### config.mk
export PLATFORM = sky130hd
export DESIGN_NAME = gpwas_port
export DESIGN_NICKNAME = d
export VERILOG_FILES = /design/src/include/gpwas_pkg.sv /design/src/hw/gpwas_port.sv
export SDC_FILE = /design/constraint.sdc
export NUM_CORES = 1
export LEC_CHECK = 0
export BUFFER_PORTS_ARGS = -buffer_cell sky130_fd_sc_hd__buf_2
export CORE_ASPECT_RATIO = 2
export CORE_MARGIN = 4
export CORE_UTILIZATION = 54
export CTS_CLUSTER_SIZE = 25
export DETAILED_ROUTE_END_ITERATION = 10
export HOLD_SLACK_MARGIN = 0.03
export PLACE_DENSITY = 0.94
export REMOVE_ABC_BUFFERS = 1
export SYNTH_ARGS = -nofsm -noshare
export SYNTH_HDL_FRONTEND = slang
export SYNTH_SLANG_ARGS = --single-unit
export TNS_END_PERCENT = 100
### constraint.sdc
create_clock -name clk_in -period 6.3 [get_ports clk_in]
set_input_delay 0.945 -clock clk_in [delete_from_list [all_inputs] [get_ports clk_in]]
set_output_delay 0.945 -clock clk_in [all_outputs]
set_load 0.1 [all_outputs]
### src/include/gpwas_pkg.sv
// package: register map, field positions and reset values for the shared gpio port
package gpwas_pkg;

  // ----------------------------------------------------------------
  // register bus
  // ----------------------------------------------------------------
  localparam int unsigned ADDR_W = 4;
  localparam int unsigned DATA_W = 8;
  localparam logic [ADDR_W-1:0] OFS_PORT_DATA_LATCH = 4'h0;
  localparam logic [ADDR_W-1:0] OFS_PORT_DIRECTION = 4'h1;
  localparam logic [ADDR_W-1:0] OFS_PULLUP_ENABLE = 4'h2;
  localparam logic [ADDR_W-1:0] OFS_ANALOG_INPUT_DISABLE = 4'h3;
  localparam logic [DATA_W-1:0] RDATA_UNMAPPED = 8'h00;

  // ----------------------------------------------------------------
  // reset values
  // ----------------------------------------------------------------
  localparam logic [DATA_W-1:0] RST_PORT_DATA_LATCH = 8'h00;
  localparam logic [DATA_W-1:0] RST_PORT_DIRECTION = 8'h00;
  localparam logic [DATA_W-1:0] RST_PULLUP_ENABLE = 8'h00;
  localparam logic [DATA_W-1:0] RST_ANALOG_INPUT_DISABLE = 8'h00;

  // ----------------------------------------------------------------
  // pin field layout
  // ----------------------------------------------------------------
  localparam int unsigned PIN_LO = 2;
  localparam int unsigned PIN_HI = 7;
  // implemented bits of data, direction and pull-up registers
  localparam logic [DATA_W-1:0] PORT_BITS_MASK = 8'hfc;
  // implemented bits of the analog disable register
  localparam logic [DATA_W-1:0] AIDR_BITS_MASK = 8'h33;
  // analog disable bit position for pins seven, six, five, four
  localparam int unsigned AIDR_BIT_PIN7 = 5;
  localparam int unsigned AIDR_BIT_PIN6 = 4;
  localparam int unsigned AIDR_BIT_PIN5 = 1;
  localparam int unsigned AIDR_BIT_PIN4 = 0;
  // pins with an external interrupt input (a: 2, b: 3, c: 5)
  localparam logic [DATA_W-1:0] EXT_IRQ_PIN_MASK = 8'h2c;
  localparam int unsigned EXT_IRQ_A_PIN = 2;
  localparam int unsigned EXT_IRQ_B_PIN = 3;
  localparam int unsigned EXT_IRQ_C_PIN = 5;
  // comparator analog inputs
  localparam int unsigned COMP_POS_PIN = 7;
  localparam int unsigned COMP_NEG_PIN = 5;

  // ----------------------------------------------------------------
  // reset synchroniser
  // ----------------------------------------------------------------
  localparam logic [1:0] RST_SYNC_CLEAR = 2'h0;
  localparam logic [1:0] RST_SYNC_SHIFT_IN = 2'h1;

endpackage

### src/hw/gpwas_port.sv
// six-pin general-purpose port with analog, comparator and interrupt sharing
//
// The plain strobed port and the register offsets are this design's own decisions.
module gpwas_port
  import gpwas_pkg::*;
(
  input wire logic clk_in,
  input wire logic arst_n_in,
  input wire logic [ADDR_W-1:0] reg_addr_in,
  input wire logic [DATA_W-1:0] reg_wdata_in,
  input wire logic reg_wr_in,
  input wire logic reg_rd_in,
  input wire logic reg_rmw_in,
  output logic [DATA_W-1:0] reg_rdata_out,
  input wire logic [PIN_HI:PIN_LO] pin_in,
  output logic [PIN_HI:PIN_LO] pin_out,
  output logic [PIN_HI:PIN_LO] pin_oe_out,
  output logic [PIN_HI:PIN_LO] pullup_on_out,
  input wire logic [PIN_HI:PIN_LO] periph_oe_in,
  input wire logic [PIN_HI:PIN_LO] periph_data_in,
  input wire logic [PIN_HI:PIN_LO] ext_irq_en_in,
  input wire logic standby_mode_in,
  input wire logic standby_pin_hiz_in,
  input wire logic comparator_input_disable_in,
  output logic [PIN_HI:PIN_LO] periph_level_out,
  output logic ext_irq_in_a_out,
  output logic ext_irq_in_b_out,
  output logic ext_irq_in_c_out,
  output logic [PIN_HI:PIN_LO] analog_conn_out,
  output logic comparator_pos_in_out,
  output logic comparator_neg_in_out
);

  // ----------------------------------------------------------------
  // reset release
  // ----------------------------------------------------------------
  logic [1:0] rst_sync_r;
  logic rst_n;

  // assertion is immediate, release waits two edges
  always_ff @(posedge clk_in or negedge arst_n_in) begin
    if (!arst_n_in) begin
      rst_sync_r <= RST_SYNC_CLEAR;
    end else begin
      rst_sync_r <= {rst_sync_r[0], RST_SYNC_SHIFT_IN[0]};
    end
  end

  assign rst_n = rst_sync_r[1];

  // ----------------------------------------------------------------
  // pin input synchroniser
  // ----------------------------------------------------------------
  logic [PIN_HI:PIN_LO] pin_meta_r;
  logic [PIN_HI:PIN_LO] pin_sync_r;

  always_ff @(posedge clk_in or negedge rst_n) begin
    if (!rst_n) begin
      pin_meta_r <= '0;
      pin_sync_r <= '0;
    end else begin
      pin_meta_r <= pin_in;
      pin_sync_r <= pin_meta_r;
    end
  end

  // ----------------------------------------------------------------
  // register file
  // ----------------------------------------------------------------
  logic [DATA_W-1:0] port_data_latch_r;
  logic [DATA_W-1:0] port_data_latch_nxt;
  logic [DATA_W-1:0] port_direction_r;
  logic [DATA_W-1:0] port_direction_nxt;
  logic [DATA_W-1:0] pullup_enable_r;
  logic [DATA_W-1:0] pullup_enable_nxt;
  logic [DATA_W-1:0] analog_input_disable_r;
  logic [DATA_W-1:0] analog_input_disable_nxt;

  always_comb begin
    port_data_latch_nxt = port_data_latch_r;
    port_direction_nxt = port_direction_r;
    pullup_enable_nxt = pullup_enable_r;
    analog_input_disable_nxt = analog_input_disable_r;
    if (reg_wr_in) begin
      unique case (reg_addr_in)
        OFS_PORT_DATA_LATCH: begin
          // stored regardless of direction
          port_data_latch_nxt = reg_wdata_in & PORT_BITS_MASK;
        end
        OFS_PORT_DIRECTION: begin
          port_direction_nxt = reg_wdata_in & PORT_BITS_MASK;
        end
        OFS_PULLUP_ENABLE: begin
          pullup_enable_nxt = reg_wdata_in & PORT_BITS_MASK;
        end
        OFS_ANALOG_INPUT_DISABLE: begin
          analog_input_disable_nxt = reg_wdata_in & AIDR_BITS_MASK;
        end
        default: begin
          // unmapped writes are dropped
        end
      endcase
    end
  end

  // written value visible one edge after the strobe
  always_ff @(posedge clk_in or negedge rst_n) begin
    if (!rst_n) begin
      port_data_latch_r <= RST_PORT_DATA_LATCH;
      port_direction_r <= RST_PORT_DIRECTION;
      pullup_enable_r <= RST_PULLUP_ENABLE;
      analog_input_disable_r <= RST_ANALOG_INPUT_DISABLE;
    end else begin
      port_data_latch_r <= port_data_latch_nxt;
      port_direction_r <= port_direction_nxt;
      pullup_enable_r <= pullup_enable_nxt;
      analog_input_disable_r <= analog_input_disable_nxt;
    end
  end

  // ----------------------------------------------------------------
  // per-pin analog sharing view
  // ----------------------------------------------------------------
  logic [PIN_HI:PIN_LO] dig_in_ok;

  // pins without an analog function always accept digital input
  always_comb begin
    dig_in_ok = '1;
    dig_in_ok[7] = analog_input_disable_r[AIDR_BIT_PIN7];
    dig_in_ok[6] = analog_input_disable_r[AIDR_BIT_PIN6];
    dig_in_ok[5] = analog_input_disable_r[AIDR_BIT_PIN5];
    dig_in_ok[4] = analog_input_disable_r[AIDR_BIT_PIN4];
  end

  // ----------------------------------------------------------------
  // pin drive, pull-up and input gating
  // ----------------------------------------------------------------
  logic hiz_lock;
  logic [PIN_HI:PIN_LO] pin_out_nxt;
  logic [PIN_HI:PIN_LO] pin_oe_nxt;
  logic [PIN_HI:PIN_LO] pullup_on_nxt;
  logic [PIN_HI:PIN_LO] in_blocked;
  logic [PIN_HI:PIN_LO] dig_level;
  logic [PIN_HI:PIN_LO] periph_level_nxt;
  logic [PIN_HI:PIN_LO] analog_conn_nxt;
  logic [PIN_HI:PIN_LO] pin_out_r;
  logic [PIN_HI:PIN_LO] pin_oe_r;
  logic [PIN_HI:PIN_LO] pullup_on_r;
  logic [PIN_HI:PIN_LO] periph_level_r;
  logic [PIN_HI:PIN_LO] analog_conn_r;

  // without the hiz bit, standby changes nothing
  assign hiz_lock = standby_mode_in & standby_pin_hiz_in;

  genvar gi;
  generate
    for (gi = PIN_LO; gi <= PIN_HI; gi++) begin : g_pin
      always_comb begin
        // peripheral wins over port output
        if (periph_oe_in[gi]) begin
          pin_out_nxt[gi] = periph_data_in[gi];
          pin_oe_nxt[gi] = 1'b1;
        end else begin
          pin_out_nxt[gi] = port_data_latch_r[gi];
          pin_oe_nxt[gi] = port_direction_r[gi];
        end
        // forced float in standby with the hiz bit set
        if (hiz_lock) begin
          pin_oe_nxt[gi] = 1'b0;
        end
        // drive low cuts the pull-up
        pullup_on_nxt[gi] = pullup_enable_r[gi] & ~(pin_oe_nxt[gi] & ~pin_out_nxt[gi]);
        // interrupt-enabled inputs stay live through standby
        in_blocked[gi] = hiz_lock & ~(EXT_IRQ_PIN_MASK[gi] & ext_irq_en_in[gi]);
        // analog pins with disable bit zero give no digital input
        dig_level[gi] = pin_sync_r[gi] & dig_in_ok[gi] & ~in_blocked[gi];
        periph_level_nxt[gi] = dig_level[gi];
        // analog path needs a floating input pin
        analog_conn_nxt[gi] = ~dig_in_ok[gi] & ~pin_oe_nxt[gi];
      end
    end
  endgenerate

  // registered outputs cost one cycle of pin latency
  always_ff @(posedge clk_in or negedge rst_n) begin
    if (!rst_n) begin
      pin_out_r <= '0;
      pin_oe_r <= '0;
      pullup_on_r <= '0;
      periph_level_r <= '0;
      analog_conn_r <= '0;
    end else begin
      pin_out_r <= pin_out_nxt;
      pin_oe_r <= pin_oe_nxt;
      pullup_on_r <= pullup_on_nxt;
      periph_level_r <= periph_level_nxt;
      analog_conn_r <= analog_conn_nxt;
    end
  end

  assign pin_out = pin_out_r;
  assign pin_oe_out = pin_oe_r;
  assign pullup_on_out = pullup_on_r;
  assign periph_level_out = periph_level_r;
  assign analog_conn_out = analog_conn_r;

  // ----------------------------------------------------------------
  // interrupt and comparator feeds
  // ----------------------------------------------------------------
  logic irq_a_r;
  logic irq_b_r;
  logic irq_c_r;
  logic irq_a_nxt;
  logic irq_b_nxt;
  logic irq_c_nxt;
  logic cmp_pos_r;
  logic cmp_neg_r;
  logic cmp_pos_nxt;
  logic cmp_neg_nxt;

  always_comb begin
    // software must mask the interrupt when the pin does other work
    irq_a_nxt = pin_sync_r[EXT_IRQ_A_PIN] & ~in_blocked[EXT_IRQ_A_PIN];
    irq_b_nxt = pin_sync_r[EXT_IRQ_B_PIN] & ~in_blocked[EXT_IRQ_B_PIN];
    irq_c_nxt = pin_sync_r[EXT_IRQ_C_PIN] & ~in_blocked[EXT_IRQ_C_PIN];
    // independent of latch and direction
    cmp_pos_nxt = ~comparator_input_disable_in;
    cmp_neg_nxt = ~comparator_input_disable_in;
  end

  always_ff @(posedge clk_in or negedge rst_n) begin
    if (!rst_n) begin
      irq_a_r <= 1'b0;
      irq_b_r <= 1'b0;
      irq_c_r <= 1'b0;
      cmp_pos_r <= 1'b0;
      cmp_neg_r <= 1'b0;
    end else begin
      irq_a_r <= irq_a_nxt;
      irq_b_r <= irq_b_nxt;
      irq_c_r <= irq_c_nxt;
      cmp_pos_r <= cmp_pos_nxt;
      cmp_neg_r <= cmp_neg_nxt;
    end
  end

  assign ext_irq_in_a_out = irq_a_r;
  assign ext_irq_in_b_out = irq_b_r;
  assign ext_irq_in_c_out = irq_c_r;
  assign comparator_pos_in_out = cmp_pos_r;
  assign comparator_neg_in_out = cmp_neg_r;

  // ----------------------------------------------------------------
  // read path
  // ----------------------------------------------------------------
  logic [DATA_W-1:0] port_read_view;
  logic [DATA_W-1:0] rdata_r;
  logic [DATA_W-1:0] rdata_nxt;

  always_comb begin
    port_read_view = '0;
    // rmw reads always see the latch
    if (reg_rmw_in) begin
      port_read_view = port_data_latch_r;
    end else begin
      for (int i = PIN_LO; i <= PIN_HI; i++) begin
        // gpio output reads latch, else the pin
        if (port_direction_r[i] && !periph_oe_in[i]) begin
          port_read_view[i] = port_data_latch_r[i];
        end else begin
          port_read_view[i] = dig_level[i];
        end
      end
    end
    rdata_nxt = RDATA_UNMAPPED;
    if (reg_rd_in) begin
      unique case (reg_addr_in)
        OFS_PORT_DATA_LATCH: begin
          rdata_nxt = port_read_view;
        end
        OFS_PORT_DIRECTION: begin
          rdata_nxt = port_direction_r;
        end
        OFS_PULLUP_ENABLE: begin
          rdata_nxt = pullup_enable_r;
        end
        OFS_ANALOG_INPUT_DISABLE: begin
          rdata_nxt = analog_input_disable_r;
        end
        default: begin
          rdata_nxt = RDATA_UNMAPPED;
        end
      endcase
    end
  end

  // data stands only in the cycle after the strobe
  always_ff @(posedge clk_in or negedge rst_n) begin
    if (!rst_n) begin
      rdata_r <= RDATA_UNMAPPED;
    end else begin
      rdata_r <= rdata_nxt;
    end
  end

  assign reg_rdata_out = rdata_r;

endmodule

[After elaboration in Yosys (flattened, before gate mapping)]
Cells that the tools add are included.
Cells by class
  equality and inequality tests: 3
  bitwise operators: 59
  reductions and logical operators: 17
  muxes and demuxes: 27
Operators by type and width (number)
  8-bit case mux with 4 select lines: 1
  1-bit AND: 31
  1-bit NOT: 28
  1-bit 2-to-1 mux: 24
  4-bit by 2-bit equality test with 1-bit output, second input constant: 2
  8-bit 2-to-1 mux: 1
  2-bit AND reduction: 4
  1-bit logical AND: 6
  1-bit zero test: 6
  6-bit 2-to-1 mux: 1
  4-bit by 1-bit equality test with 1-bit output, second input constant: 1
  4-bit zero test: 1
Word-level totals
  bits of input ports: 44
  output and inout port bits: 43
  bits in registers: 76
  logic and storage cells: 123

[Depth between registers and ports, before layout]
Gate-level depths: netlist of the first run.
  word-level depth: 8
  mapped depth: 5
  depth with buffers taken out: 4

[Worst setup path after synthesis of the first run]
OpenSTA, ideal clock, no wires.
  path type: reg2out
  start point: register comparator_neg_in_out (netlist name)
  end point: output comparator_pos_in_out
  data arrival time: 1324 ps
  data required time: 5355 ps
  cell stages (with the launch flop): 2
  path buffers: 1
  setup slack: 4031 ps
  cell sequence: dfrtp_1 buf_4
RTL lines
  end, declared: line gpwas_port.sv:30  | output logic comparator_pos_in_out,

[Worst setup path after layout of the first run]
  start point: register periph_level_r, in the netlist periph_level_out[6]
  end point: output periph_level_out[6] (netlist name)
RTL lines
  start, declared: line gpwas_port.sv:149  | logic [PIN_HI:PIN_LO] periph_level_r;
  start signal, assigned: line gpwas_port.sv:196  | periph_level_r <= periph_level_nxt;
  end, declared: line gpwas_port.sv:25  | output logic [PIN_HI:PIN_LO] periph_level_out,
No word-level cell between the ends.

==> results of run 1 <==
report_power, final:
part | internal, mW | switching [mW] | leakage (nW)
registers | 0.542 | 0.0406 | 0.913
logic | 0.0906 | 0.312 | 0.699
clock network | 0.174 | 0.156 | 0.0965
total | 0.807 | 0.509 | 1.71
cells in the final DEF, fill, tap and decap left out, types with 4 or more instances in the layout:
cell,synthesis,layout
sky130_fd_sc_hd__clkbuf_8,0,12
sky130_fd_sc_hd__o31a_1,6,6
sky130_fd_sc_hd__mux2_4,6,6
sky130_fd_sc_hd__nor2_1,21,21
sky130_fd_sc_hd__a22oi_1,4,4
sky130_fd_sc_hd__a21oi_1,5,5
sky130_fd_sc_hd__nor2b_1,8,8
sky130_fd_sc_hd__a21o_1,4,4
sky130_fd_sc_hd__dfrtp_1,74,73
sky130_fd_sc_hd__nand2_1,10,10
sky130_fd_sc_hd__o21a_1,6,6
sky130_fd_sc_hd__mux2_2,22,22
sky130_fd_sc_hd__o21ai_0,5,5
sky130_fd_sc_hd__buf_2,3,81
worst min path at each step:
stage,start,endpoint,depth (start not counted)
final,pin_meta_r[4]$_DFF_PN0_,pin_sync_r[4]$_DFF_PN0_,0
after global routing,arst_n_in,rst_sync_r[1]$_DFF_PN0_,1
after CTS,pin_meta_r[4]$_DFF_PN0_,pin_sync_r[4]$_DFF_PN0_,0
after detailed placement,pin_meta_r[4]$_DFF_PN0_,pin_sync_r[4]$_DFF_PN0_,0
after global placement,pin_meta_r[5]$_DFF_PN0_,pin_sync_r[5]$_DFF_PN0_,0
after floorplan,pin_meta_r[2]$_DFF_PN0_,pin_sync_r[2]$_DFF_PN0_,0
state kept, by name (all words and copies together) (netlist names):
register	cells
analog_conn_out	4
analog_input_disable_r	4
comparator_neg_in_out	1
ext_irq_in_c_out	1
periph_level_out	6
pin_meta_r	6
pin_oe_out	6
pin_out	6
pin_sync_r	6
port_data_latch_r	6
port_direction_r	6
pullup_enable_r	6
pullup_on_out	6
reg_rdata_out	8
rst_sync_r	2
metal layers:
metal	global-route usage	vias to the layer above	part of all wire
met4	0.1361	0	0.038
met2	0.3370	94	0.55
met5	0	-	0
met1	0.2173	963	0.34
met3	0.06933	23	0.073
li1	-	875	-
through the flow:
step                power (mW)  hold WS (ns)  cells  utilization  cell area (µm²)
floorplan               0.9090        0.3312    196            -             2728
global placement        0.9815        0.3331    335       0.6485             3213
detailed placement      0.9938        0.3355    335       0.6485             3213
CTS                      1.326        0.3507    351       0.6854             3396
global route             1.367        0.3581    351       0.6854             3396
finish                   1.316        0.3502    351       0.6854             3396
layout make-up:
class | count | share of cell area
well taps | 57 | 0.02100
multi-input cells | 121 | 0.2568
inverters | 1 | 0.001105
repair buffers | 82 | 0.1216
flip-flops and latches | 74 | 0.5457
clock inverters | 2 | 0.002948
clock buffers | 14 | 0.05085
cells by family after synthesis:
| kind of cell | synth area share |
|---|---|
| flip-flops | 0.6634 |
| AND/OR/NAND/NOR | 0.09817 |
| AO/OA/AOI/OAI | 0.08920 |
| multiplexers | 0.1210 |
| buffers and inverters | 0.02555 |
| other | 0.002690 |
==> reports/metrics.yaml, run 1 <==
critical_path:
  critical_path.startpoint_type: "register"
  cp_num_buf_inv: 1
  worstPathMaxFanout: 1
  crit_path_cell_chain: "buf_2"
  crit_slowest_cell: "sky130_fd_sc_hd__buf_2"
  worst_path_dominant_cell_family: "buffers and inverters"
  cp.depth: 1
  crit-reg2reg-launch: "analog_input_disable_r[5]$_DFFE_PN0P_"
  timing.critical_path.to: "periph_level_out[6]"
  rr_worst_depth: 4
  slowest_delay_ns: 0.42
  r2r_setup_slack_ns: 5.07
  timing.critical_path.required_ns: 5.35
  worst_setup_path_startpoint: "periph_level_out[6]$_DFF_PN0_"
  crit_type: "reg2out"
  regToRegEndpoint: "reg_rdata_out[7]$_DFF_PN0_"
  setup.worst_path.end_class: "primary output"
  cp_data_arrival_time_ns: 1.11
yosys:
  synthCells: 206
  netlist_top_cells_area: "sky130_fd_sc_hd__dfrtp_1 66%, sky130_fd_sc_hd__mux2_2 8.9%, sky130_fd_sc_hd__mux2_4 3.2%"
  number_of_distinct_library_cell_variants_in_the_gate_level_netlist_after_synthesis: 30
  synth_enable_flop_cells: 0
  synthFlopType: "sky130_fd_sc_hd__dfrtp_1"
  synth_top_cell_area_share: 0.6634
  post-synth-top-count-cell: "sky130_fd_sc_hd__dfrtp_1"
  synth_area_leader_cell: "sky130_fd_sc_hd__dfrtp_1"
  post_synth_top_cells: "74 x sky130_fd_sc_hd__dfrtp_1, 22 x sky130_fd_sc_hd__mux2_2, 21 x sky130_fd_sc_hd__nor2_1"
  syn-cell-area_mm2: 0.002791
  yosys_register_bits: 74
  async_reset_ff_frac: 1.000
  synthesis.area_per_instance_um2: 13.55
  yosys_warnings: 0
  synth-seq-area-share: 0.6634
cts:
  ctsRootBufferMaster: "sky130_fd_sc_hd__clkbuf_8"
  clkTransAtPathRegs_ns: 0.07
  post_cts.resized_instances: 0
  cts.htree.levels: 3
  number_of_hold_repair_buffers_added_at_the_cts_stage: 0
  clock_tree.buffer_depth: 2
  clock_sinks: 74
  tritoncts: "built"
  clkLatencyLatePin_ns: 0.34
  cts_inserted_buffers: 9
  post_cts.repair.setup_buffers: 0
power:
  leakage_nw: 1.709
  power.density_cell_area_mw_per_mm2: 387.5
  ir_drop_v: 0.0002565
route:
  antenna_left: 0
  num_vias: 1955
  drt-initial-drc-count: 73
  detail_route.drc_violations: 0
  dr.pass1.iters: 4
  detail_route.wl_per_cell_um: 17.74
  via_per_inst: 5.570
  routed_wl_um: 6227
timing:
  final_layout_setup_total_negative_slack_ns: 0
  postLayoutSetupSlackWorst_ns: 4.246
  max_clock_freq_mhz: 486.9
  grt_setup_unrepaired: "false"
  period_minus_slack_ns: 2.054
  setup_viol_count_final: 0
  final_hold_viol_count: 0
  finalMaxSlewViolations: 0
  relSlewSlack: 0.4236
  worst-slew-pin-transition_ns: 0.8647
  timing.clock.skew_ns: 0.006286
  share_of_the_clock_period_used_by_the_worst_path: 0.3260
grt:
  grtUsageTotal: 0.2053
  antenna_found_initial: 0
  gr-total-overflow: 0
  grt_max_degree: 73
  grt_first_pass_wirelength_um: 9453
  first_global_vias: 1995
placed_design:
  buffer_ports.inserted: 81
  gp_congestion: 0.8376
  dp_slack_ns: 3.998
  place_hpwl_um: 4569
die:
  placeableCoreArea_mm2: 0.004955
  dieArea_mm2: 0.006454
  floorplan.rows: 36
  floorplan.initialDensity: 0.5634
  x_dimension_of_the_die_um: 58.84
  io_pins: 87
  fp.dieH_um: 109.7
finish:
  syn_to_final_growth_pct: 21.65
  multi_input_area_um2: 872.1
  nFillCells: 370
  post_route_cells_drive_above_1_share: 0.4320
  final-seq-area_mm2: 0.001853
  final_nets: 333
  diodes: 0
flow_run:
  cap_viol_max_count: 0
status:
  run_status: "completed"
worst_hold_path:
  hp-class: "reg2reg"
Note: power is estimated with default switching activity, not from simulation.
==> run 2, diff against run 1 <==
- ABC_AREA: not set -> 1
- CORE_UTILIZATION: 54 -> 51
- PLACE_DENSITY: 0.94 -> 0.89
- clock period: 6.3 -> 1.93 ns (I/O delays scaled with it)
==> run 2 against run 1 <==
Die area is 12% higher. Clock power grew to 5.1 times the previous value. Clock skew is 0.00077 ns higher. Critical path type unchanged.
==> reports/metrics.yaml, run 2 <==
route:
  via_per_inst: 5.122  # -8.0%
  detail_route.wl_per_cell_um: 14.82  # -16%
  antenna_left: 0  # unchanged
  routed_wl_um: 6801  # +9.2%
  num_vias: 2351  # +20%
  detail_route.drc_violations: 0  # unchanged
  drt-initial-drc-count: 116  # +59%
  dr.pass1.iters: 5  # +1
critical_path:
  crit-reg2reg-launch: "analog_input_disable_r[4]$_DFFE_PN0P_"
  rr_worst_depth: 6  # +2
  timing.critical_path.required_ns: 1.64  # -3.71 ns
  cp_num_buf_inv: 1  # unchanged
  slowest_delay_ns: 0.43  # about the same
  crit_path_cell_chain: "buf_2"
  critical_path.startpoint_type: "register"
  setup.worst_path.end_class: "primary output"
  r2r_setup_slack_ns: 0.83  # -4.24 ns
  crit_type: "reg2out"
  worstPathMaxFanout: 1  # unchanged
  regToRegEndpoint: "reg_rdata_out[6]$_DFF_PN0_"
  worst_path_dominant_cell_family: "buffers and inverters"
  cp_data_arrival_time_ns: 1.12  # about the same
  crit_slowest_cell: "sky130_fd_sc_hd__buf_2"
cts:
  ctsRootBufferMaster: "sky130_fd_sc_hd__clkbuf_16"
  tritoncts: "built"
  clock_sinks: 74  # unchanged
  post_cts.repair.setup_buffers: 0  # unchanged
  post_cts.resized_instances: 0  # unchanged
  cts.htree.levels: 3  # unchanged
  clock_tree.buffer_depth: 2  # unchanged
  number_of_hold_repair_buffers_added_at_the_cts_stage: 1  # +1
  clkLatencyLatePin_ns: 0.34  # about the same
  cts_inserted_buffers: 9  # unchanged
  clkTransAtPathRegs_ns: 0.06  # about the same
yosys:
  synthFlopType: "sky130_fd_sc_hd__dfrtp_1"
  yosys_warnings: 0  # unchanged
  synth_enable_flop_cells: 0  # unchanged
  async_reset_ff_frac: 1.000  # unchanged
  netlist_top_cells_area: "sky130_fd_sc_hd__dfrtp_1 62%, sky130_fd_sc_hd__nand2_1 9.1%, sky130_fd_sc_hd__inv_1 5.6%"
  yosys_register_bits: 74  # unchanged
  number_of_distinct_library_cell_variants_in_the_gate_level_netlist_after_synthesis: 23  # -23%
  synthesis.area_per_instance_um2: 9.805  # -28%
  synth_top_cell_area_share: 0.6172  # -0.04620
  synthCells: 306  # +49%
  syn-cell-area_mm2: 0.003000  # +7.5%
  post-synth-top-count-cell: "sky130_fd_sc_hd__dfrtp_1"
  synth-seq-area-share: 0.6172  # -0.04620
  synth_area_leader_cell: "sky130_fd_sc_hd__dfrtp_1"
  post_synth_top_cells: "74 x sky130_fd_sc_hd__dfrtp_1, 73 x sky130_fd_sc_hd__nand2_1, 45 x sky130_fd_sc_hd__inv_1"
finish:
  post_route_cells_drive_above_1_share: 0.3116  # -0.1204
  layout.cell_area.non_filler_mm2: 0.003740  # +10%
  largest_register_ffs: 8  # unchanged
  final_nets: 437  # +31%
  layout_commonest_cell: "sky130_fd_sc_hd__buf_2"
  diodes: 0  # unchanged
  mostFrequentLayoutCells: "81 x sky130_fd_sc_hd__buf_2, 73 x sky130_fd_sc_hd__nand2_1, 73 x sky130_fd_sc_hd__dfrtp_1, 45 x sky130_fd_sc_hd__inv_1, 26 x sky130_fd_sc_hd__nand3_1"
  syn_to_final_growth_pct: 24.65
worst_hold_path:
  worstHoldStart: "pin_in[7]"
  hold_path_end: "pin_meta_r[7]$_DFF_PN0_"
  hold_path_depth: 1  # +1
  hp-class: "in2reg"
timing:
  final_layout_setup_total_negative_slack_ns: 0  # unchanged
  max_clock_freq_mhz: 709.9
  timing.clock.skew_ns: 0.007059  # +0.0007723 ns
  grt_setup_unrepaired: "false"
  final_hold_viol_count: 0  # unchanged
  setup_viol_count_final: 0  # unchanged
  period_minus_slack_ns: 1.409
  share_of_the_clock_period_used_by_the_worst_path: 0.7298
  finalMaxSlewViolations: 0  # unchanged
  whs_ns: 0.05392  # -0.2963 ns
grt:
  grt_first_pass_wirelength_um: 11240  # +19%
  antenna_found_initial: 0  # unchanged
  first_global_vias: 2483  # +24%
  gr-total-overflow: 0  # unchanged
  grt_max_degree: 38  # -48%
  grtUsageTotal: 0.2001  # -0.005199
status:
  run_status: "completed"
power:
  power.share.combinational: 0.255  # -0.051
  netSwitchingPower_mw: 1.742  # +240%
  cell_internal_pwr_mw: 3.043  # +280%
  power.sequential.fraction: 0.392  # -0.051
  leakage_nw: 2.073  # +21%
  power.density_cell_area_mw_per_mm2: 1280  # +230%
  p_clk_frac: 0.353  # +0.102
  sw_frac_of_total: 0.3640  # -0.02265
  ir_drop_v: 0.001228  # +380%
die:
  x_dimension_of_the_die_um: 62.24  # +5.8%
  io_pins: 87  # unchanged
  floorplan.initialDensity: 0.5255  # -0.03785
  placeableCoreArea_mm2: 0.005709  # +15%
  dieArea_mm2: 0.007249  # +12%
  fp.dieH_um: 116.5  # +6.2%
  floorplan.rows: 39  # +8.3%
placed_design:
  buffer_ports.inserted: 81  # unchanged
  placed_cell_area_mm2: 0.003423  # +6.5%
  gp_congestion: 0.9228  # +10%
  place_hpwl_um: 5018  # +9.8%
flow_run:
  cap_viol_max_count: 0  # unchanged
==> run 2: changes by cell type after synthesis, moves of 6 or more <==
cell / change
sky130_fd_sc_hd__nand2_1: +63
sky130_fd_sc_hd__inv_1: +44
sky130_fd_sc_hd__nand3_1: +24
sky130_fd_sc_hd__mux2_2: -22
sky130_fd_sc_hd__o21ai_2: +13
sky130_fd_sc_hd__a21oi_1: +8
sky130_fd_sc_hd__nor2b_1: -8
sky130_fd_sc_hd__o21ai_1: +7
sky130_fd_sc_hd__mux2_4: -6
sky130_fd_sc_hd__o31a_1: -6
==> run 2: how the worst max path moves through the flow <==
stage	end	cells past startpoint	slack (ns)	from
finish	periph_level_out[4]	1	0.52	periph_level_out[4]$_DFF_PN0_
global route	pullup_on_out[5]	1	0.51	pullup_on_out[5]$_DFF_PN0_
CTS	ext_irq_in_a_out	1	0.52	periph_level_out[2]$_DFF_PN0_
detailed placement	analog_input_disable_r[5]$_DFFE_PN0P_	7	0.56	reg_addr_in[3]
global placement	analog_input_disable_r[4]$_DFFE_PN0P_	7	0.57	reg_addr_in[3]
floorplan	analog_conn_out[4]$_DFF_PN0_	0	-0.28	rst_sync_r[1]$_DFF_PN0_
==> run 2: cell families after synthesis <==
group / after synthesis / share of synthesized area
buffers and inverters: 57 / 0.08716
AO/OA/AOI/OAI: 44 / 0.09299
AND/OR/NAND/NOR: 129 / 0.2002
flip-flops: 74 / 0.6172
other: 2 / 0.002503
==> run 2: power by group through the flow <==
stage	Sequential [mW]	Combinational, mW	Clock (mW)
5_1_grt	1.90	1.29	1.76
4_1_cts	1.87	1.23	1.70
3_5_place_dp	1.89	1.22	0
3_3_place_gp	1.89	1.19	0
6_report	1.87	1.22	1.69
2_1_floorplan	2.56	0.290	0
==> run 2: stage by stage <==
stage               total power, mW  std cells    util  setup WS (ns)
detailed placement            3.112        442  0.5996         0.5554
finish                        4.785        459  0.6551         0.5214
CTS                           4.796        459  0.6551         0.5238
floorplan                     2.847        298       -        -0.2834
global route                  4.949        459  0.6551         0.5057
global placement              3.075        442  0.5996         0.5722
==> run 2: final cells by class <==
class | instances | area, µm²
Timing Repair Buffer | 84 | 430.4
Clock buffer | 13 | 260.3
Multi-Input combinational cell | 176 | 890.9
Inverter | 48 | 182.7
Fill cell | 435 | 1969
Tap cell | 61 | 76.32
Clock inverter | 3 | 46.29
Sequential cell | 74 | 1853
==> run 2: routing by layer <==
layer,vias to the layer above,track usage,part of all wire
met5,-,0,0
met2,93,0.3386,0.54
met3,31,0.05294,0.066
met4,0,0.1650,0.056
met1,1106,0.2040,0.34
li1,1121,-,-
